`src/hw/sss_cfg.svh`:
```
// status codes, display patterns and timing constants of the servo status sequencer
`ifndef SSS_CFG_SVH
`define SSS_CFG_SVH
`define SSS_CODE_PWR_OFF    5'h00
`define SSS_CODE_PWR_ON     5'h02
`define SSS_CODE_SRV_RDY    5'h04
`define SSS_CODE_SRV_ON     5'h08
`define SSS_CODE_EST_RDY    5'h09
`define SSS_CODE_EMR        5'h0a
`define SSS_CODE_INIT       5'h0f
`define SSS_DISP_NORMAL     3'h0
`define SSS_DISP_BLINK      3'h1
`define SSS_DISP_ROTATE     3'h2
`define SSS_DISP_FWD_OT     3'h3
`define SSS_DISP_REV_OT     3'h4
`define SSS_DISP_WARN_REGEN 3'h5
`define SSS_DISP_WARN_OVL   3'h6
`define SSS_DISP_ALARM      3'h7
`define SSS_MON_STATUS      8'h00
`define SSS_EST_LIMIT_DEG   8'h12
`define SSS_RST_TIME_MS     20
`define SSS_CLK_KHZ         50000
`define SSS_RST_CYCLES      (`SSS_RST_TIME_MS * `SSS_CLK_KHZ)
`define SSS_EST_STEP_DEG    8'h01
`define SSS_RATIO_SCALE     16'h0064
`define SSS_TUNE_JRAT_FIX   2'h1
`endif

```
`src/hw/sss_pkg.sv`:
```
// state types of the driver end and of the host end of the servo status sequencer
package sss_pkg;
   typedef enum logic [5:0] {
      SSS_POWER   = 6'b000001,
      SSS_MAINPWR = 6'b000010,
      SSS_ESTRDY  = 6'b000100,
      SSS_ESTRUN  = 6'b001000,
      SSS_READY   = 6'b010000,
      SSS_SERVOON = 6'b100000
   } sss_state_t;
   typedef enum logic [3:0] {
      SSS_H_IDLE  = 4'b0001,
      SSS_H_EST   = 4'b0010,
      SSS_H_RUN   = 4'b0100,
      SSS_H_ARST  = 4'b1000
   } sss_host_state_t;
endpackage

```
`src/hw/sss_link_if.sv`:
```
// general-purpose signals between host controller and driver
`timescale 1ns/1ns
interface sss_link_if;
   logic servo_on_in;
   logic general_input_three;
   logic alarm_reset_in;
   logic forward_travel_limit;
   logic reverse_travel_limit;
   logic driver_ready_out;
   logic estimation_ready_out;
   logic setup_done_out;
   logic cmd_enable_out;
   logic alarm_out;
   logic warning_out;
   modport drv (
      input  servo_on_in, general_input_three, alarm_reset_in,
      input  forward_travel_limit, reverse_travel_limit,
      output driver_ready_out, estimation_ready_out, setup_done_out,
      output cmd_enable_out, alarm_out, warning_out
   );
   modport host (
      output servo_on_in, general_input_three, alarm_reset_in,
      output forward_travel_limit, reverse_travel_limit,
      input  driver_ready_out, estimation_ready_out, setup_done_out,
      input  cmd_enable_out, alarm_out, warning_out
   );
endinterface

```
`src/hw/sss_driver.sv`:
```
// driver end: status sequencing, display code, alarm stop and reset
// How it works
// - control power with ready reports code 0
// - main power, setup not done reports 2
// - estimation ready reports 9, display blinks
// - estimation done sets setup output, code 4
// - servo on reports 8, rotating display
// - servo-on input energises windings
// - host starts estimation via third input
// - estimation excursion limited to eighteen degrees
// - host selects fixed-inertia tuning, writes ratio
// - distinct display per over-travel direction
// - regen and overload warnings, may escalate
// - alarm shows alarm code with status
// - alarm stops by dynamic or servo brake
// - alarm reset clears resettable, gone alarms
// - some alarms clear only on power cycle
// - host drops reset after alarm clears
// - unmonitored host holds reset 20 ms
// - host commands only after enable output
// - status code readable as monitor 00
`timescale 1ns/1ns
`include "sss_cfg.svh"
module sss_driver #(
   parameter int ALARM_W = 8
) (
   // clock and reset (srst models control power restart)
   input  wire logic               clk,
   input  wire logic               srst,
   // link to host
   sss_link_if.drv                 link,
   // power and plant status
   input  wire logic               main_power,
   input  wire logic               emergency_stop_state,
   input  wire logic               est_step_done,
   input  wire logic               regen_warn_in,
   input  wire logic               overload_warn_in,
   // alarm source: level, code, kind
   input  wire logic               alarm_cond,
   input  wire logic [ALARM_W-1:0] alarm_code_in,
   input  wire logic               alarm_resettable,
   input  wire logic               alarm_use_dbrake,
   // monitor read
   input  wire logic [7:0]         monitor_id,
   output logic [7:0]              monitor_data,
   // motor drive
   output logic                    windings_on,
   output logic                    dyn_brake,
   output logic                    zero_speed_cmd,
   output logic signed [7:0]       est_angle_deg,
   // front display
   output logic [4:0]              status_code,
   output logic [2:0]              disp_mode,
   output logic [ALARM_W-1:0]      disp_alarm_code
);
   ////////////////////////////////////////////////////////////////////////
   // pin synchronisers
   logic [6:0] sy1_ff;
   logic [6:0] sy2_ff;
   logic [6:0] nxt_sy1;
   logic [6:0] nxt_sy2;
   logic       s_son;
   logic       s_est;
   logic       s_arst;
   logic       s_fot;
   logic       s_rot;
   logic       s_mpwr;
   logic       s_emr;
   always_comb begin
      nxt_sy1 = {emergency_stop_state, main_power, link.reverse_travel_limit,
                 link.forward_travel_limit, link.alarm_reset_in,
                 link.general_input_three, link.servo_on_in};
      nxt_sy2 = sy1_ff;
   end
   always_ff @(posedge clk) begin
      if (srst) begin
         sy1_ff <= 7'h00;
         sy2_ff <= 7'h00;
      end else begin
         sy1_ff <= nxt_sy1;
         sy2_ff <= nxt_sy2;
      end
   end
   assign {s_emr, s_mpwr, s_rot, s_fot, s_arst, s_est, s_son} = sy2_ff;
   ////////////////////////////////////////////////////////////////////////
   // sequencer
   sss_pkg::sss_state_t       st_ff;
   sss_pkg::sss_state_t       nxt_st;
   logic                      est_done_ff;
   logic                      nxt_est_done;
   logic signed [7:0]         ang_ff;
   logic signed [7:0]         nxt_ang;
   logic                      dir_ff;
   logic                      nxt_dir;
   logic                      alm_ff;
   logic                      nxt_alm;
   logic                      alm_hard_ff;
   logic                      nxt_alm_hard;
   logic                      alm_db_ff;
   logic                      nxt_alm_db;
   logic [ALARM_W-1:0]        alm_code_ff;
   logic [ALARM_W-1:0]        nxt_alm_code;
   logic signed [7:0]         lim;
   assign lim = `SSS_EST_LIMIT_DEG;
   always_comb begin
      nxt_st       = st_ff;
      nxt_est_done = est_done_ff;
      nxt_ang      = ang_ff;
      nxt_dir      = dir_ff;
      nxt_alm      = alm_ff;
      nxt_alm_hard = alm_hard_ff;
      nxt_alm_db   = alm_db_ff;
      nxt_alm_code = alm_code_ff;
      // alarm latch; a new alarm wins over a reset
      if (alarm_cond && !alm_ff) begin
         nxt_alm      = 1'b1;
         nxt_alm_hard = !alarm_resettable;
         nxt_alm_db   = alarm_use_dbrake;
         nxt_alm_code = alarm_code_in;
      end else if (alm_ff && s_arst && !alarm_cond && !alm_hard_ff) begin
         nxt_alm = 1'b0;
      end
      case (st_ff)
         sss_pkg::SSS_POWER: begin
            if (s_mpwr) begin
               nxt_st = est_done_ff ? sss_pkg::SSS_READY : sss_pkg::SSS_MAINPWR;
            end
         end
         sss_pkg::SSS_MAINPWR: begin
            if (!est_done_ff) begin
               nxt_st = sss_pkg::SSS_ESTRDY;
            end
         end
         sss_pkg::SSS_ESTRDY: begin
            if (s_est && !alm_ff) begin
               nxt_st  = sss_pkg::SSS_ESTRUN;
               nxt_ang = 8'sh00;
               nxt_dir = 1'b0;
            end
         end
         sss_pkg::SSS_ESTRUN: begin
            if (alm_ff) begin
               nxt_st  = sss_pkg::SSS_ESTRDY;
               nxt_ang = 8'sh00;
            end else if (est_step_done) begin
               if (!dir_ff && ang_ff < lim) begin
                  nxt_ang = ang_ff + `SSS_EST_STEP_DEG;
               end else if (!dir_ff) begin
                  nxt_dir = 1'b1;
               end else if (ang_ff > -lim) begin
                  nxt_ang = ang_ff - `SSS_EST_STEP_DEG;
               end else begin
                  nxt_st       = sss_pkg::SSS_READY;
                  nxt_est_done = 1'b1;
                  nxt_ang      = 8'sh00;
               end
            end
         end
         sss_pkg::SSS_READY: begin
            if (s_son && est_done_ff && !alm_ff && !s_emr) begin
               nxt_st = sss_pkg::SSS_SERVOON;
            end
         end
         sss_pkg::SSS_SERVOON: begin
            if (!s_son || alm_ff || s_emr) begin
               nxt_st = sss_pkg::SSS_READY;
            end
         end
         default: nxt_st = sss_pkg::SSS_POWER;
      endcase
      if (!s_mpwr) begin
         nxt_st = sss_pkg::SSS_POWER;
      end
   end
   always_ff @(posedge clk) begin
      if (srst) begin
         st_ff       <= sss_pkg::SSS_POWER;
         est_done_ff <= 1'b0;
         ang_ff      <= 8'sh00;
         dir_ff      <= 1'b0;
         alm_ff      <= 1'b0;
         alm_hard_ff <= 1'b0;
         alm_db_ff   <= 1'b0;
         alm_code_ff <= '0;
      end else begin
         st_ff       <= nxt_st;
         est_done_ff <= nxt_est_done;
         ang_ff      <= nxt_ang;
         dir_ff      <= nxt_dir;
         alm_ff      <= nxt_alm;
         alm_hard_ff <= nxt_alm_hard;
         alm_db_ff   <= nxt_alm_db;
         alm_code_ff <= nxt_alm_code;
      end
   end
   ////////////////////////////////////////////////////////////////////////
   // outputs and display
   logic [4:0]         nxt_code;
   logic [2:0]         nxt_disp;
   logic [7:0]         nxt_mon;
   logic               nxt_win;
   logic               nxt_db;
   logic               nxt_zs;
   logic [5:0]         nxt_pins;
   logic [5:0]         pins_ff;
   always_comb begin
      nxt_code = `SSS_CODE_PWR_OFF;
      case (st_ff)
         sss_pkg::SSS_POWER:   nxt_code = `SSS_CODE_PWR_OFF;
         sss_pkg::SSS_MAINPWR: nxt_code = `SSS_CODE_PWR_ON;
         sss_pkg::SSS_ESTRDY:  nxt_code = `SSS_CODE_EST_RDY;
         sss_pkg::SSS_ESTRUN:  nxt_code = `SSS_CODE_EST_RDY;
         sss_pkg::SSS_READY:   nxt_code = `SSS_CODE_SRV_RDY;
         sss_pkg::SSS_SERVOON: nxt_code = `SSS_CODE_SRV_ON;
         default:              nxt_code = `SSS_CODE_INIT;
      endcase
      if (s_emr) begin
         nxt_code = `SSS_CODE_EMR;
      end
      nxt_disp = `SSS_DISP_NORMAL;
      if (st_ff == sss_pkg::SSS_ESTRDY) begin
         nxt_disp = `SSS_DISP_BLINK;
      end else if (st_ff == sss_pkg::SSS_ESTRUN || st_ff == sss_pkg::SSS_SERVOON) begin
         nxt_disp = `SSS_DISP_ROTATE;
      end
      if (regen_warn_in) begin
         nxt_disp = `SSS_DISP_WARN_REGEN;
      end else if (overload_warn_in) begin
         nxt_disp = `SSS_DISP_WARN_OVL;
      end
      if (s_fot) begin
         nxt_disp = `SSS_DISP_FWD_OT;
      end else if (s_rot) begin
         nxt_disp = `SSS_DISP_REV_OT;
      end
      if (alm_ff) begin
         nxt_disp = `SSS_DISP_ALARM;
      end
      nxt_mon  = (monitor_id == `SSS_MON_STATUS) ? {3'h0, nxt_code} : 8'h00;
      nxt_win  = (nxt_st == sss_pkg::SSS_SERVOON) || (nxt_st == sss_pkg::SSS_ESTRUN);
      nxt_db   = nxt_alm && nxt_alm_db;
      nxt_zs   = nxt_alm && !nxt_alm_db;
      if (nxt_db) begin
         nxt_win = 1'b0;
      end
      nxt_pins = {regen_warn_in | overload_warn_in, nxt_alm,
                  (nxt_st == sss_pkg::SSS_SERVOON) && !nxt_alm,
                  nxt_est_done, nxt_st == sss_pkg::SSS_ESTRDY, !nxt_alm};
   end
   always_ff @(posedge clk) begin
      if (srst) begin
         status_code     <= `SSS_CODE_INIT;
         disp_mode       <= `SSS_DISP_NORMAL;
         disp_alarm_code <= '0;
         monitor_data    <= 8'h00;
         windings_on     <= 1'b0;
         dyn_brake       <= 1'b0;
         zero_speed_cmd  <= 1'b0;
         est_angle_deg   <= 8'sh00;
         pins_ff         <= 6'h00;
      end else begin
         status_code     <= nxt_code;
         disp_mode       <= nxt_disp;
         disp_alarm_code <= alm_ff ? alm_code_ff : '0;
         monitor_data    <= nxt_mon;
         windings_on     <= nxt_win;
         dyn_brake       <= nxt_db;
         zero_speed_cmd  <= nxt_zs;
         est_angle_deg   <= nxt_ang;
         pins_ff         <= nxt_pins;
      end
   end
   assign {link.warning_out, link.alarm_out, link.cmd_enable_out, link.setup_done_out,
           link.estimation_ready_out, link.driver_ready_out} = pins_ff;
endmodule

```
`src/flat_wrapper.sv`:
```
// flat-port wrapper written by rule: the top's interface ports become plain ports
module sss_driver_flat 
#(
   parameter int ALARM_W = 8
)
  (clk, srst, main_power, emergency_stop_state, est_step_done, regen_warn_in, overload_warn_in, alarm_cond, alarm_code_in, alarm_resettable, alarm_use_dbrake, monitor_id, monitor_data, windings_on, dyn_brake, zero_speed_cmd, est_angle_deg, status_code, disp_mode, disp_alarm_code, link_servo_on_in, link_general_input_three, link_alarm_reset_in, link_forward_travel_limit, link_reverse_travel_limit, link_driver_ready_out, link_estimation_ready_out, link_setup_done_out, link_cmd_enable_out, link_alarm_out, link_warning_out);
  sss_link_if link_i ();
  input  wire logic clk;
  input  wire logic srst;
  input  wire logic main_power;
  input  wire logic emergency_stop_state;
  input  wire logic est_step_done;
  input  wire logic regen_warn_in;
  input  wire logic overload_warn_in;
  input  wire logic alarm_cond;
  input  wire logic [ALARM_W-1:0] alarm_code_in;
  input  wire logic alarm_resettable;
  input  wire logic alarm_use_dbrake;
  input  wire logic [7:0] monitor_id;
  output logic [7:0] monitor_data;
  output logic windings_on;
  output logic dyn_brake;
  output logic zero_speed_cmd;
  output logic signed [7:0] est_angle_deg;
  output logic [4:0] status_code;
  output logic [2:0] disp_mode;
  output logic [ALARM_W-1:0] disp_alarm_code;
  input wire logic [$bits(link_i.servo_on_in)-1:0] link_servo_on_in;
  input wire logic [$bits(link_i.general_input_three)-1:0] link_general_input_three;
  input wire logic [$bits(link_i.alarm_reset_in)-1:0] link_alarm_reset_in;
  input wire logic [$bits(link_i.forward_travel_limit)-1:0] link_forward_travel_limit;
  input wire logic [$bits(link_i.reverse_travel_limit)-1:0] link_reverse_travel_limit;
  output wire logic [$bits(link_i.driver_ready_out)-1:0] link_driver_ready_out;
  output wire logic [$bits(link_i.estimation_ready_out)-1:0] link_estimation_ready_out;
  output wire logic [$bits(link_i.setup_done_out)-1:0] link_setup_done_out;
  output wire logic [$bits(link_i.cmd_enable_out)-1:0] link_cmd_enable_out;
  output wire logic [$bits(link_i.alarm_out)-1:0] link_alarm_out;
  output wire logic [$bits(link_i.warning_out)-1:0] link_warning_out;
  assign link_i.servo_on_in = link_servo_on_in;
  assign link_i.general_input_three = link_general_input_three;
  assign link_i.alarm_reset_in = link_alarm_reset_in;
  assign link_i.forward_travel_limit = link_forward_travel_limit;
  assign link_i.reverse_travel_limit = link_reverse_travel_limit;
  assign link_driver_ready_out = link_i.driver_ready_out;
  assign link_estimation_ready_out = link_i.estimation_ready_out;
  assign link_setup_done_out = link_i.setup_done_out;
  assign link_cmd_enable_out = link_i.cmd_enable_out;
  assign link_alarm_out = link_i.alarm_out;
  assign link_warning_out = link_i.warning_out;
  sss_driver #(.ALARM_W(ALARM_W)) u_core (.clk(clk), .srst(srst), .link(link_i), .main_power(main_power), .emergency_stop_state(emergency_stop_state), .est_step_done(est_step_done), .regen_warn_in(regen_warn_in), .overload_warn_in(overload_warn_in), .alarm_cond(alarm_cond), .alarm_code_in(alarm_code_in), .alarm_resettable(alarm_resettable), .alarm_use_dbrake(alarm_use_dbrake), .monitor_id(monitor_id), .monitor_data(monitor_data), .windings_on(windings_on), .dyn_brake(dyn_brake), .zero_speed_cmd(zero_speed_cmd), .est_angle_deg(est_angle_deg), .status_code(status_code), .disp_mode(disp_mode), .disp_alarm_code(disp_alarm_code));
endmodule
```
`config.mk`:
```
export PLATFORM = sky130hd
export DESIGN_NAME = sss_driver_flat
export DESIGN_NICKNAME = d
export VERILOG_FILES = /design/src/hw/sss_pkg.sv /design/src/hw/sss_link_if.sv /design/src/hw/sss_driver.sv /design/src/flat_wrapper.sv
export VERILOG_INCLUDE_DIRS = /design/src /design/src/hw
export SDC_FILE = /design/constraint.sdc
export NUM_CORES = 1
export LEC_CHECK = 0
export BUFFER_PORTS_ARGS = -buffer_cell sky130_fd_sc_hd__clkbuf_2
export CAP_MARGIN = 25
export CORE_MARGIN = 4
export CORE_UTILIZATION = 55
export DETAILED_ROUTE_END_ITERATION = 10
export GPL_TIMING_DRIVEN = 0
export PLACE_DENSITY = 0.9
export SETUP_SLACK_MARGIN = 0.3
export SLEW_MARGIN = 10
export SYNTH_ARGS = -nofsm -noshare
export SYNTH_HDL_FRONTEND = slang
export SYNTH_SLANG_ARGS = --single-unit
```
`constraint.sdc`:
```
create_clock -name clk -period 3.16 [get_ports clk]
set_input_delay 0.632 -clock clk [delete_from_list [all_inputs] [get_ports clk]]
set_output_delay 0.632 -clock clk [all_outputs]
set_load 0.02 [all_outputs]
```
==> run_results.csv, run 1 <==
group,metric,value,unit
timing,final-hold-violation-count,0,
logic_synthesis,synth-seq-cells,67,
detailed_routing,vias,2629,
detailed_routing,drt-initial-drc-count,186,
finish,nets,444,
pwr,ir_drop,0.394,mV
clock_tree,post-cts-setup-buffer-count,0,
logic_synthesis,synth_ff_type,"dfxtp_1",
timing,clock_skew,0.0103,ns
critical_path,r2r_slack,0.90,ns
critical_path,cp-end-kind,"register",
die,io_pins,72,
logic_synthesis,netlist_area,2880,µm²
logic_synthesis,ys_seq_area_share,46.5,%
timing,min_period,2.26,ns
clock_tree,cts_sinks,67,
run_status,outcome,"completed",
finish,drive_above_1_share,23.6,%
detailed_routing,wl_per_cell,13.7,µm
finish,fillerInstances,392,
detailed_routing,drc_errors,0,
clock_tree,cts_made_buffers,9,
timing,relSlewSlack,66.2,%
global_route,gr-total-overflow,0,
placement,port_buffers,65,
detailed_routing,routed_wirelength,6650,µm
global_route,grt_max_degree,14,
timing,rsz0062_at_grt,"no",
logic_synthesis,synth-async-reset-ratio,0,%
timing,fin_setup_tns,0,ns
global_route,grt_pass1_wl,10500,µm
logic_synthesis,synth_top_family_by_area,"simple AND/OR/NAND/NOR gates",
detailed_routing,firstDrtPassIters,4,
logic_synthesis,synthSimpleGateAreaFrac,29.9,%
critical_path,rr_endpoint,"u_core.est_angle_deg[4]$_SDFFE_PP0P_",
clock_tree,hold_buffers,0,
clock_tree,ctsRootBufferMaster,"clkbuf_8",
die,die_h,80.4,µm
detailed_routing,vias_per_cell,5.42,
logic_synthesis,synth_fa_ha_area_share,1.30,%
flow_run,max_cap_violations,0,
critical_path,startpoint_type,"register",
global_route,grtUsageTotal,21.1,%
finish,area_growth,23.4,%
global_route,grt_pass1_vias,2400,
min_path,min_path_cells,1,
detailed_routing,detail-route-antenna-nets,0,
timing,fin_crit_sh,71.4,%
critical_path,reg2regPathDepth,5,
critical_path,critPathKind,"reg -> reg",
die,start_util,56.4,%
timing,tightestPinTransition,0.507,ns
clock_tree,cts_tree,"built",
logic_synthesis,synth-xor-area-share,1.22,%
placement,dpl_cell_area,3310,µm²
critical_path,critPathMaxFanout,11,
placement,dpl.hpwl,4650,µm
clock_tree,clk_path_buf_depth,2,
global_route,antenna_found_initial,0,
timing,setup_viol,0,
placement,place.gp.congestion,0.901,
logic_synthesis,synth_compound_area_share,14.4,%
pwr,p_per_area,531,nW/µm²
timing,clock.fmax,0.443,GHz
logic_synthesis,ys_warn_count,0,
clock_tree,cts.clk_slew.worst_paths,0.07,ns
finish,design_area,3560,µm²
global_route,grt_busiest_layer,"met2",
die,die_area,6460,µm²
die,core_area,5110,µm²
finish,diodes,0,
logic_synthesis,synth-edff-count,0,
min_path,hold_end,"u_core.sy2_ff[0]$_SDFF_PP0_",
logic_synthesis,ys_types,56,
min_path,worstHoldStart,"u_core.nxt_sy2[0]$_SDFF_PP0_",
global_route,grt_use_met2,35.3,%
placement,dp.cells,469,
critical_path,cp_data_arrival_time,2.54,ns
global_route,use_met3,5.83,%
finish,final_cells,485,
clock_tree,cts-resized-gates,0,
timing,finalMaxSlewViolations,0,
pwr,power,1.89,mW
global_route,grtUsageMet1,25.2,%
critical_path,reg2reg_from,"u_core.est_angle_deg[1]$_SDFFE_PP0P_",
logic_synthesis,synthMuxAreaShare,1.78,%
die,die_w,80.4,µm
logic_synthesis,syn_avg_cell_area,8.74,µm²
pwr,leakagePower,1.48,nW
logic_synthesis,synthCells,330,
critical_path,cp.required,3.45,ns
clock_tree,clock_latency,0.35,ns
die,placementRows,26,
min_path,hold_path_class,"reg -> reg",
clock_tree,cts_max_level,3,
power by group:
part	total (mW)	internal [mW]	switching (mW)
Clock	0.873	0.530	0.343
Sequential	0.885	0.873	0.0119
Combinational	0.131	0.0523	0.0787
Total	1.89	1.46	0.434
final cells by class:
type | instances | area (µm²) | area share (%)
plain buffers | 22 | 113 | 3.16
clock buffers | 9 | 124 | 3.48
clock inverters | 7 | 124 | 3.48
inverters | 7 | 26.3 | 0.738
multi-input cells | 238 | 1420 | 39.8
flip-flops and latches | 67 | 1340 | 37.7
well taps | 70 | 87.6 | 2.46
repair buffers | 65 | 325 | 9.14
cells in the mapped netlist (2+ instances only):
library cell | n | area [µm²]
nand2b_1 | 4 | 25.0
or3_1 | 4 | 25.0
mux2i_1 | 4 | 40.0
nand4_1 | 3 | 18.8
clkbuf_1 | 13 | 48.8
o21ai_0 | 11 | 55.1
nor3_1 | 15 | 75.1
nor4b_1 | 2 | 17.5
nor2_1 | 30 | 113
a21oi_1 | 23 | 115
nand3b_1 | 6 | 45.0
inv_1 | 7 | 26.3
ha_1 | 3 | 37.5
xor2_1 | 3 | 26.3
nor2b_1 | 22 | 138
nand2_1 | 28 | 105
a21boi_0 | 2 | 15.0
nor4_1 | 6 | 37.5
and2_1 | 14 | 87.6
a31oi_1 | 3 | 18.8
buf_2 | 3 | 15.0
buf_4 | 5 | 37.5
o211ai_1 | 2 | 15.0
dfxtp_1 | 67 | 1340
o21bai_1 | 5 | 37.5
a211oi_1 | 4 | 30.0
or4_1 | 3 | 22.5
nor3b_1 | 3 | 22.5
nand3_1 | 8 | 40.0
worst max-delay path, cell delays in order (launching register included):
cell and delay (ns):
dfxtp_1 0.41, or3_4 0.45, a211oi_4 0.49, mux2_2 0.40, or3_1 0.30, a21oi_1 0.13
per-layer routing:
| layer | routed length, µm | vias to the layer above |
|---|---|---|
| met4 | 109 | 0 |
| li1 | - | 1297 |
| met5 | 0 | - |
| met2 | 3320 | 95 |
| met3 | 519 | 11 |
| met1 | 2700 | 1226 |
metrics by stage:
stage               util [%]  hold WS (ns)  worst slack, ns
floorplan                  -         0.414            0.976
global placement        64.8         0.419            0.673
detailed placement      64.8         0.421            0.714
CTS                     69.7         0.439            0.920
global route            69.7         0.451            0.789
finish                  69.7         0.438            0.903
cell usage in the layout, fill, tap and decap left out, types with 4 or more instances in the layout:
cell type  synthesis  routed
or3_1              4       4
nor3_1            15      15
a21oi_1           23      23
o21ai_0           11      11
and2_1            14      14
nand2b_1           4       4
nor4_1             6       6
buf_4              5       5
clkbuf_2           0      65
clkbuf_8           0       9
conb_1             1       5
nor2_1            30      30
clkbuf_1          13      13
o21bai_1           5       5
a211oi_1           4       4
nand3_1            8       8
mux2i_1            4       4
inv_1              7       7
nand2_1           28      28
nor2b_1           22      22
dfxtp_1           67      67
nand3b_1           6       6
kinds of logic (layout without fill, tap and decap cells):
family / after synthesis / count (layout)
AND/OR/NAND/NOR: 158 / 158
adder cells (fa/ha/maj): 3 / 3
flip-flops: 67 / 67
XOR/XNOR: 4 / 4
AO/OA/AOI/OAI: 63 / 63
multiplexers: 5 / 5
buffers and inverters: 29 / 110
other: 1 / 5
worst max path at each step:
stage	start	end	slack (ns)	cells past startpoint
after floorplan	u_core.est_angle_deg[2]$_SDFFE_PP0P_	u_core.est_angle_deg[4]$_SDFFE_PP0P_	0.98	6
after global placement	srst	u_core.est_angle_deg[2]$_SDFFE_PP0P_	0.67	5
after detailed placement	srst	u_core.est_angle_deg[2]$_SDFFE_PP0P_	0.71	5
after CTS	u_core.est_angle_deg[1]$_SDFFE_PP0P_	u_core.est_angle_deg[4]$_SDFFE_PP0P_	0.92	5
after global routing	u_core.st_ff[4]$_SDFF_PP0_	u_core.est_angle_deg[2]$_SDFFE_PP0P_	0.79	6
final	u_core.est_angle_deg[1]$_SDFFE_PP0P_	u_core.est_angle_deg[4]$_SDFFE_PP0P_	0.90	5
sequential cells by signal, summed over array words and instances (netlist names), 3 cells and up:
name,cells
u_core.alm_code_ff,8
u_core.sy2_ff,7
u_core.monitor_data,4
u_core.status_code,4
u_core.disp_mode,3
u_core.nxt_sy2,7
u_core.est_angle_deg,8
u_core.st_ff,6
u_core.disp_alarm_code,8
u_core.pins_ff,6
Power figures use the tool's default switching activity.
==> inputs of run 2 (changes only) <==
--- a/config.mk
+++ b/config.mk
@@ -9,10 +9,10 @@
 export BUFFER_PORTS_ARGS = -buffer_cell sky130_fd_sc_hd__clkbuf_2
 export CAP_MARGIN = 25
 export CORE_MARGIN = 4
-export CORE_UTILIZATION = 55
+export CORE_UTILIZATION = 47
 export DETAILED_ROUTE_END_ITERATION = 10
 export GPL_TIMING_DRIVEN = 0
-export PLACE_DENSITY = 0.9
+export PLACE_DENSITY = 0.83
 export SETUP_SLACK_MARGIN = 0.3
 export SLEW_MARGIN = 10
 export SYNTH_ARGS = -nofsm -noshare
==> constraint.sdc (replaced) <==
create_clock -name clk -period 1.9 [get_ports clk]
set_input_delay 0.38 -clock clk [delete_from_list [all_inputs] [get_ports clk]]
set_output_delay 0.38 -clock clk [all_outputs]
set_load 0.02 [all_outputs]
==> run 2 against run 1 <==
Effect of this change: largest power group unchanged; final cell count up 7.8%; sequential share of layout area down 6.0 points; sequential cell count unchanged; clock skew up 0.0023 ns; the run now ends with negative setup slack left; wire length up 44%.
==> run_results.csv, run 2 (synthesized netlist as in run 1, its figures left out) <==
group,metric,value,unit
clock_tree,cts_max_level,3,
critical_path,r2r_slack,-0.10,ns
pwr,comb_power_share,9.1,%
flow_run,max_cap_violations,0,
timing,rsz0062_at_grt,"yes",
detailed_routing,detail-route-antenna-nets,0,
placement,dpl.hpwl,4800,µm
die,die_w,86.3,µm
global_route,grt_pass1_vias,2776,
global_route,grt_max_degree,13,
die,core_area,5920,µm²
run_status,violations,"negative setup slack",
die,io_pins,72,
clock_tree,cts_made_buffers,9,
critical_path,cp.required,2.10,ns
finish,nets,477,
global_route,grtUsageTotal,22.5,%
finish,drive_above_1_share,45.3,%
timing,clock.fmax,0.499,GHz
finish,final_util,72.2,%
pwr,p_sw_share,25.4,%
timing,relSlewSlack,60.2,%
placement,place.gp.congestion,0.854,
global_route,gr-total-overflow,0,
min_path,hold_path_class,"in -> reg",
finish,layout_commonest_cell,"clkbuf_2",
timing,min_period,2.00,ns
critical_path,reg2regPathDepth,7,
timing,fin_crit_sh,105,%
detailed_routing,drc_errors,0,
finish,area_growth,48.3,%
critical_path,critPathMaxFanout,6,
critical_path,cp-end-kind,"register",
clock_tree,cts.clk_slew.worst_paths,0.07,ns
critical_path,cp_data_arrival_time,2.21,ns
pwr,power.internal,2.16,mW
die,placementRows,28,
pwr,p_per_area,679,nW/µm²
finish,most-common-layout-cells,"clkbuf_2, dfxtp_1, buf_4, nand2_1, nor2_1",
die,start_util,48.7,%
global_route,antenna_found_initial,0,
min_path,min_path_cells,2,
placement,port_buffers,65,
critical_path,reg2reg_from,"u_core.st_ff[2]$_SDFF_PP0_",
detailed_routing,wl_per_cell,18.3,µm
die,die_h,86.3,µm
pwr,ir_drop,0.459,mV
clock_tree,cts_tree,"built",
critical_path,rr_endpoint,"u_core.est_angle_deg[5]$_SDFFE_PP0P_",
timing,tightestPinTransition,0.597,ns
run_status,outcome,"finished, violations left",
detailed_routing,drt-initial-drc-count,210,
detailed_routing,vias,2999,
pwr,p_clk_share,40.0,%
detailed_routing,firstDrtPassIters,6,
pwr,leakagePower,1.77,nW
clock_tree,clock_latency,0.35,ns
clock_tree,ctsRootBufferMaster,"clkbuf_8",
critical_path,critPathKind,"reg -> reg",
timing,setup_viol,8,
critical_path,startpoint_type,"register",
finish,diodes,0,
clock_tree,cts_sinks,67,
pwr,pwr-share-seq,50.9,%
finish,reg_top3,"u_core.alm_code_ff: 8 flops, u_core.disp_alarm_code: 8 flops, u_core.est_angle_deg: 8 flops",
clock_tree,clk_path_buf_depth,2,
min_path,hold_end,"u_core.alm_hard_ff$_SDFFE_PP0P_",
die,die_area,7450,µm²
timing,clock_skew,0.0127,ns
pwr,switchingPower,736,µW
pwr,power,2.90,mW
timing,final-hold-violation-count,0,
timing,layout_setup_ws,-0.104,ns
detailed_routing,vias_per_cell,5.73,
timing,finalMaxSlewViolations,0,
min_path,worstHoldStart,"alarm_resettable",
detailed_routing,routed_wirelength,9550,µm
global_route,grt_pass1_wl,13200,µm
-- run 2: final cells by class --
class | count | area (µm²)
Buffer | 22 | 190
Clock buffer | 10 | 128
Clock inverter | 6 | 65.1
Fill cell | 384 | 1650
Inverter | 7 | 26.3
Multi-Input combinational cell | 239 | 1810
Sequential cell | 67 | 1360
Tap cell | 75 | 93.8
Timing Repair Buffer | 97 | 611
-- run 2: repair_timing --
item                                    CTS  global route
setup buffers                            21            11
gates cloned                              1             0
hold buffers                              0             0
pin swaps                                32            27
gates resized for setup                  75            52
endpoints found under the setup margin   25            37
-- run 2: how the worst max path moves through the flow --
stage                                                     from                                   end  slack (ns)  cells past startpoint
final                               u_core.st_ff[2]$_SDFF_PP0_  u_core.est_angle_deg[5]$_SDFFE_PP0P_       -0.10                      7
after global routing                u_core.st_ff[2]$_SDFF_PP0_  u_core.est_angle_deg[5]$_SDFFE_PP0P_       -0.19                      7
after CTS                           u_core.st_ff[2]$_SDFF_PP0_  u_core.est_angle_deg[5]$_SDFFE_PP0P_       -0.06                      5
after detailed placement  u_core.est_angle_deg[2]$_SDFFE_PP0P_  u_core.est_angle_deg[4]$_SDFFE_PP0P_       -0.25                      6
after global placement    u_core.est_angle_deg[2]$_SDFFE_PP0P_  u_core.est_angle_deg[4]$_SDFFE_PP0P_       -0.23                      6
after floorplan           u_core.est_angle_deg[2]$_SDFFE_PP0P_  u_core.est_angle_deg[4]$_SDFFE_PP0P_       -0.18                      6
-- run 2: power groups by stage --
| stage | Clock, mW | Sequential [mW] | Combinational [mW] |
|---|---|---|---|
| detailed placement | 0 | 1.50 | 0.216 |
| global placement | 0 | 1.50 | 0.212 |
| floorplan | 0 | 1.53 | 0.111 |
| finish | 1.16 | 1.48 | 0.263 |
| CTS | 1.17 | 1.47 | 0.236 |
| global route | 1.23 | 1.48 | 0.282 |
-- run 2: stage by stage --
step	hold slack (ns)	instance area [µm²]	instances	TNS, ns	worst slack, ns
finish	0.224	4280	523	-0.348	-0.104
global route	0.229	4280	523	-1.11	-0.191
CTS	0.213	4010	512	-0.145	-0.0608
detailed placement	0.421	3350	474	-1.47	-0.250
global placement	0.420	3350	474	-1.10	-0.233
floorplan	0.414	2930	334	-0.240	-0.183
-- run 2: metal layers --
metal	share of wire, %	GRT usage [%]	vias up	routed length, µm
met3	8.7	5.13	56	828
met2	50	39.5	200	4780
met5	0	0	-	0
met1	36	25.4	1366	3430
met4	5.3	11.6	0	505
li1	-	-	1377	-
-- run 2: critical path: stages (launching register included) --
cell and delay [ns]:
dfxtp_2 0.32, buf_8 0.11, buf_4 0.14, nor4_2 0.45, nand3_2 0.23, and4_1 0.22
a211oi_1 0.26, o211ai_1 0.15
==> inputs of run 3 (changes only) <==
--- a/config.mk
+++ b/config.mk
@@ -9,10 +9,10 @@
 export BUFFER_PORTS_ARGS = -buffer_cell sky130_fd_sc_hd__clkbuf_2
 export CAP_MARGIN = 25
 export CORE_MARGIN = 4
-export CORE_UTILIZATION = 47
+export CORE_UTILIZATION = 53
 export DETAILED_ROUTE_END_ITERATION = 10
 export GPL_TIMING_DRIVEN = 0
-export PLACE_DENSITY = 0.83
+export PLACE_DENSITY = 0.88
 export SETUP_SLACK_MARGIN = 0.3
 export SLEW_MARGIN = 10
 export SYNTH_ARGS = -nofsm -noshare
==> constraint.sdc (replaced) <==
create_clock -name clk -period 2.1 [get_ports clk]
set_input_delay 0.42 -clock clk [delete_from_list [all_inputs] [get_ports clk]]
set_output_delay 0.42 -clock clk [all_outputs]
set_load 0.02 [all_outputs]
==> run 3 against run 2 <==
Effect of this change: the flow now finishes without violations; count of clock-buffer cells in the layout unchanged; sequential power decreased by 10%; non-clock buffer count fell by 19; clock skew decreased by 0.0023 ns; wire length decreased by 13%; via count decreased by 4.7%; maximum frequency rose by 0.58%; power fell by 6.0%; cell area down 9.3%; combinational power shrank 19%; worst hold slack improved by 0.044 ns; critical path depth is 1 lower.
==> run_results.csv, run 3 (synthesized netlist as in run 1, its figures left out) <==
group,metric,value,unit
finish,diodes,0,
finish,seq_area,1350,µm²
detailed_routing,drc_errors,0,
timing,layout_setup_ws,0.108,ns
detailed_routing,drt-initial-drc-count,263,
die,placementRows,26,
run_status,outcome,"completed",
timing,setup_viol,0,
placement,dpl.hpwl,4970,µm
die,die_w,81.8,µm
min_path,hold_path_class,"in -> reg",
critical_path,startpoint_type,"register",
pwr,leakagePower,1.62,nW
placement,dpl_cell_area,3340,µm²
pwr,p_per_area,703,nW/µm²
die,die_area,6680,µm²
finish,final_util,74.5,%
timing,tightestPinTransition,0.539,ns
global_route,grtUsageMet1,25.3,%
critical_path,cp-end-kind,"register",
clock_tree,clk_path_buf_depth,2,
finish,multiInputGateArea,1620,µm²
finish,drive_above_1_share,34.5,%
critical_path,cp_slowest_cell,"or3_4",
timing,holdWs,0.268,ns
detailed_routing,vias,2859,
global_route,grt_busiest_layer,"met2",
critical_path,critPathMaxFanout,4,
placement,port_buffers,65,
critical_path,cp.required,2.38,ns
critical_path,critPathMaxStageDelay,0.40,ns
finish,design_area,3880,µm²
die,core_area,5200,µm²
placement,place.gp.congestion,0.887,
clock_tree,cts.clk_slew.worst_paths,0.08,ns
timing,clock.fmax,0.502,GHz
clock_tree,cts_sinks,67,
critical_path,path_cells,"buf_6 > or3_4 > a211oi_4 > mux2_4 > or3_1 > a21oi_1",
detailed_routing,wl_per_cell,16.7,µm
timing,finalMaxSlewViolations,0,
clock_tree,cts_max_level,3,
critical_path,cp_data_arrival_time,2.27,ns
placement,dp_slack,-0.0764,ns
global_route,grt_max_degree,13,
clock_tree,hold_buffers,0,
die,die_h,81.8,µm
detailed_routing,routed_wirelength,8330,µm
global_route,gr-total-overflow,0,
clock_tree,cts_made_buffers,9,
global_route,grt_pass1_vias,2666,
global_route,use_met3,8.33,%
clock_tree,clock_latency,0.35,ns
pwr,ir_drop,0.862,mV
critical_path,critPathKind,"reg -> reg",
critical_path,crit_buf_inv,1,
finish,area_growth,34.5,%
timing,rsz0062_at_grt,"yes",
detailed_routing,detail-route-antenna-nets,0,
timing,fin_crit_sh,94.9,%
clock_tree,ctsRootBufferMaster,"clkbuf_8",
global_route,antenna_found_initial,0,
finish,nets,458,
global_route,grtUsageTotal,23.9,%
global_route,grt_use_met2,43.5,%
timing,final-hold-violation-count,0,
timing,relSlewSlack,64.1,%
critical_path,cp_top_family,"simple AND/OR/NAND/NOR gates",
die,start_util,55.4,%
clock_tree,cts_tree,"built",
finish,most-common-layout-cells,"clkbuf_2, dfxtp_1, nor2_1, nand2_1, a21oi_1",
finish,fillerInstances,353,
die,io_pins,72,
detailed_routing,firstDrtPassIters,5,
finish,layout_commonest_cell,"clkbuf_2",
global_route,grt_pass1_wl,12000,µm
finish,reg_top3,"u_core.alm_code_ff: 8 flops, u_core.disp_alarm_code: 8 flops, u_core.est_angle_deg: 8 flops",
flow_run,max_cap_violations,0,
timing,clock_skew,0.0103,ns
timing,fin_setup_tns,0,ns
detailed_routing,vias_per_cell,5.73,
timing,min_period,1.99,ns
==> run 3: worst paths after layout <==
kind | from | to | slack (ns) | depth (start not counted)
max | u_core.est_angle_deg[2]$_SDFFE_PP0P_ | u_core.est_angle_deg[4]$_SDFFE_PP0P_ | 0.11 | 6
min | alarm_resettable | u_core.alm_hard_ff$_SDFFE_PP0P_ | 0.27 | 2
max reg2reg | u_core.est_angle_deg[2]$_SDFFE_PP0P_ | u_core.est_angle_deg[4]$_SDFFE_PP0P_ | 0.11 | 6
min reg2reg | u_core.nxt_sy2[1]$_SDFF_PP0_ | u_core.sy2_ff[1]$_SDFF_PP0_ | 0.44 | 1
==> run 3: power breakdown <==
part | total [mW] | switching [mW] | internal, mW
Combinational | 0.214 | 0.129 | 0.0852
Sequential | 1.33 | 0.0211 | 1.31
Clock | 1.18 | 0.509 | 0.670
==> run 3: routing by layer <==
layer | wire [µm] | part of all wire (%)
met5 | 0 | 0
met4 | 289 | 3.5
met3 | 654 | 7.9
met2 | 4300 | 52
met1 | 3080 | 37
==> run 3: through the flow <==
stage          instances  power, mW
2_1_floorplan        334       1.48
3_3_place_gp         469       1.55
3_5_place_dp         469       1.56
4_1_cts              497       2.71
5_1_grt              499       2.81
6_report             499       2.73
==> run 3: layout make-up <==
| type | count | area share (%) |
|---|---|---|
| repair buffers | 78 | 11.1 |
| flip-flops and latches | 67 | 34.8 |
| multi-input cells | 239 | 41.8 |
| plain buffers | 22 | 3.71 |
| clock inverters | 6 | 2.32 |
| inverters | 7 | 0.678 |
| well taps | 70 | 2.26 |
| clock buffers | 10 | 3.29 |
==> run 3: worst reg2reg max path, stage by stage, from the launching register on <==
cell	delay (ns)
dfxtp_2	0.33
buf_6	0.11
or3_4	0.40
a211oi_4	0.33
mux2_4	0.34
or3_1	0.31
a21oi_1	0.12
==> run 3: timing repair <==
item                                    CTS  global route
cloned                                    1             0
buffers inserted                         11             2
gates resized for setup                  19            39
pin swaps                                 6             8
endpoints found under the setup margin   22            26
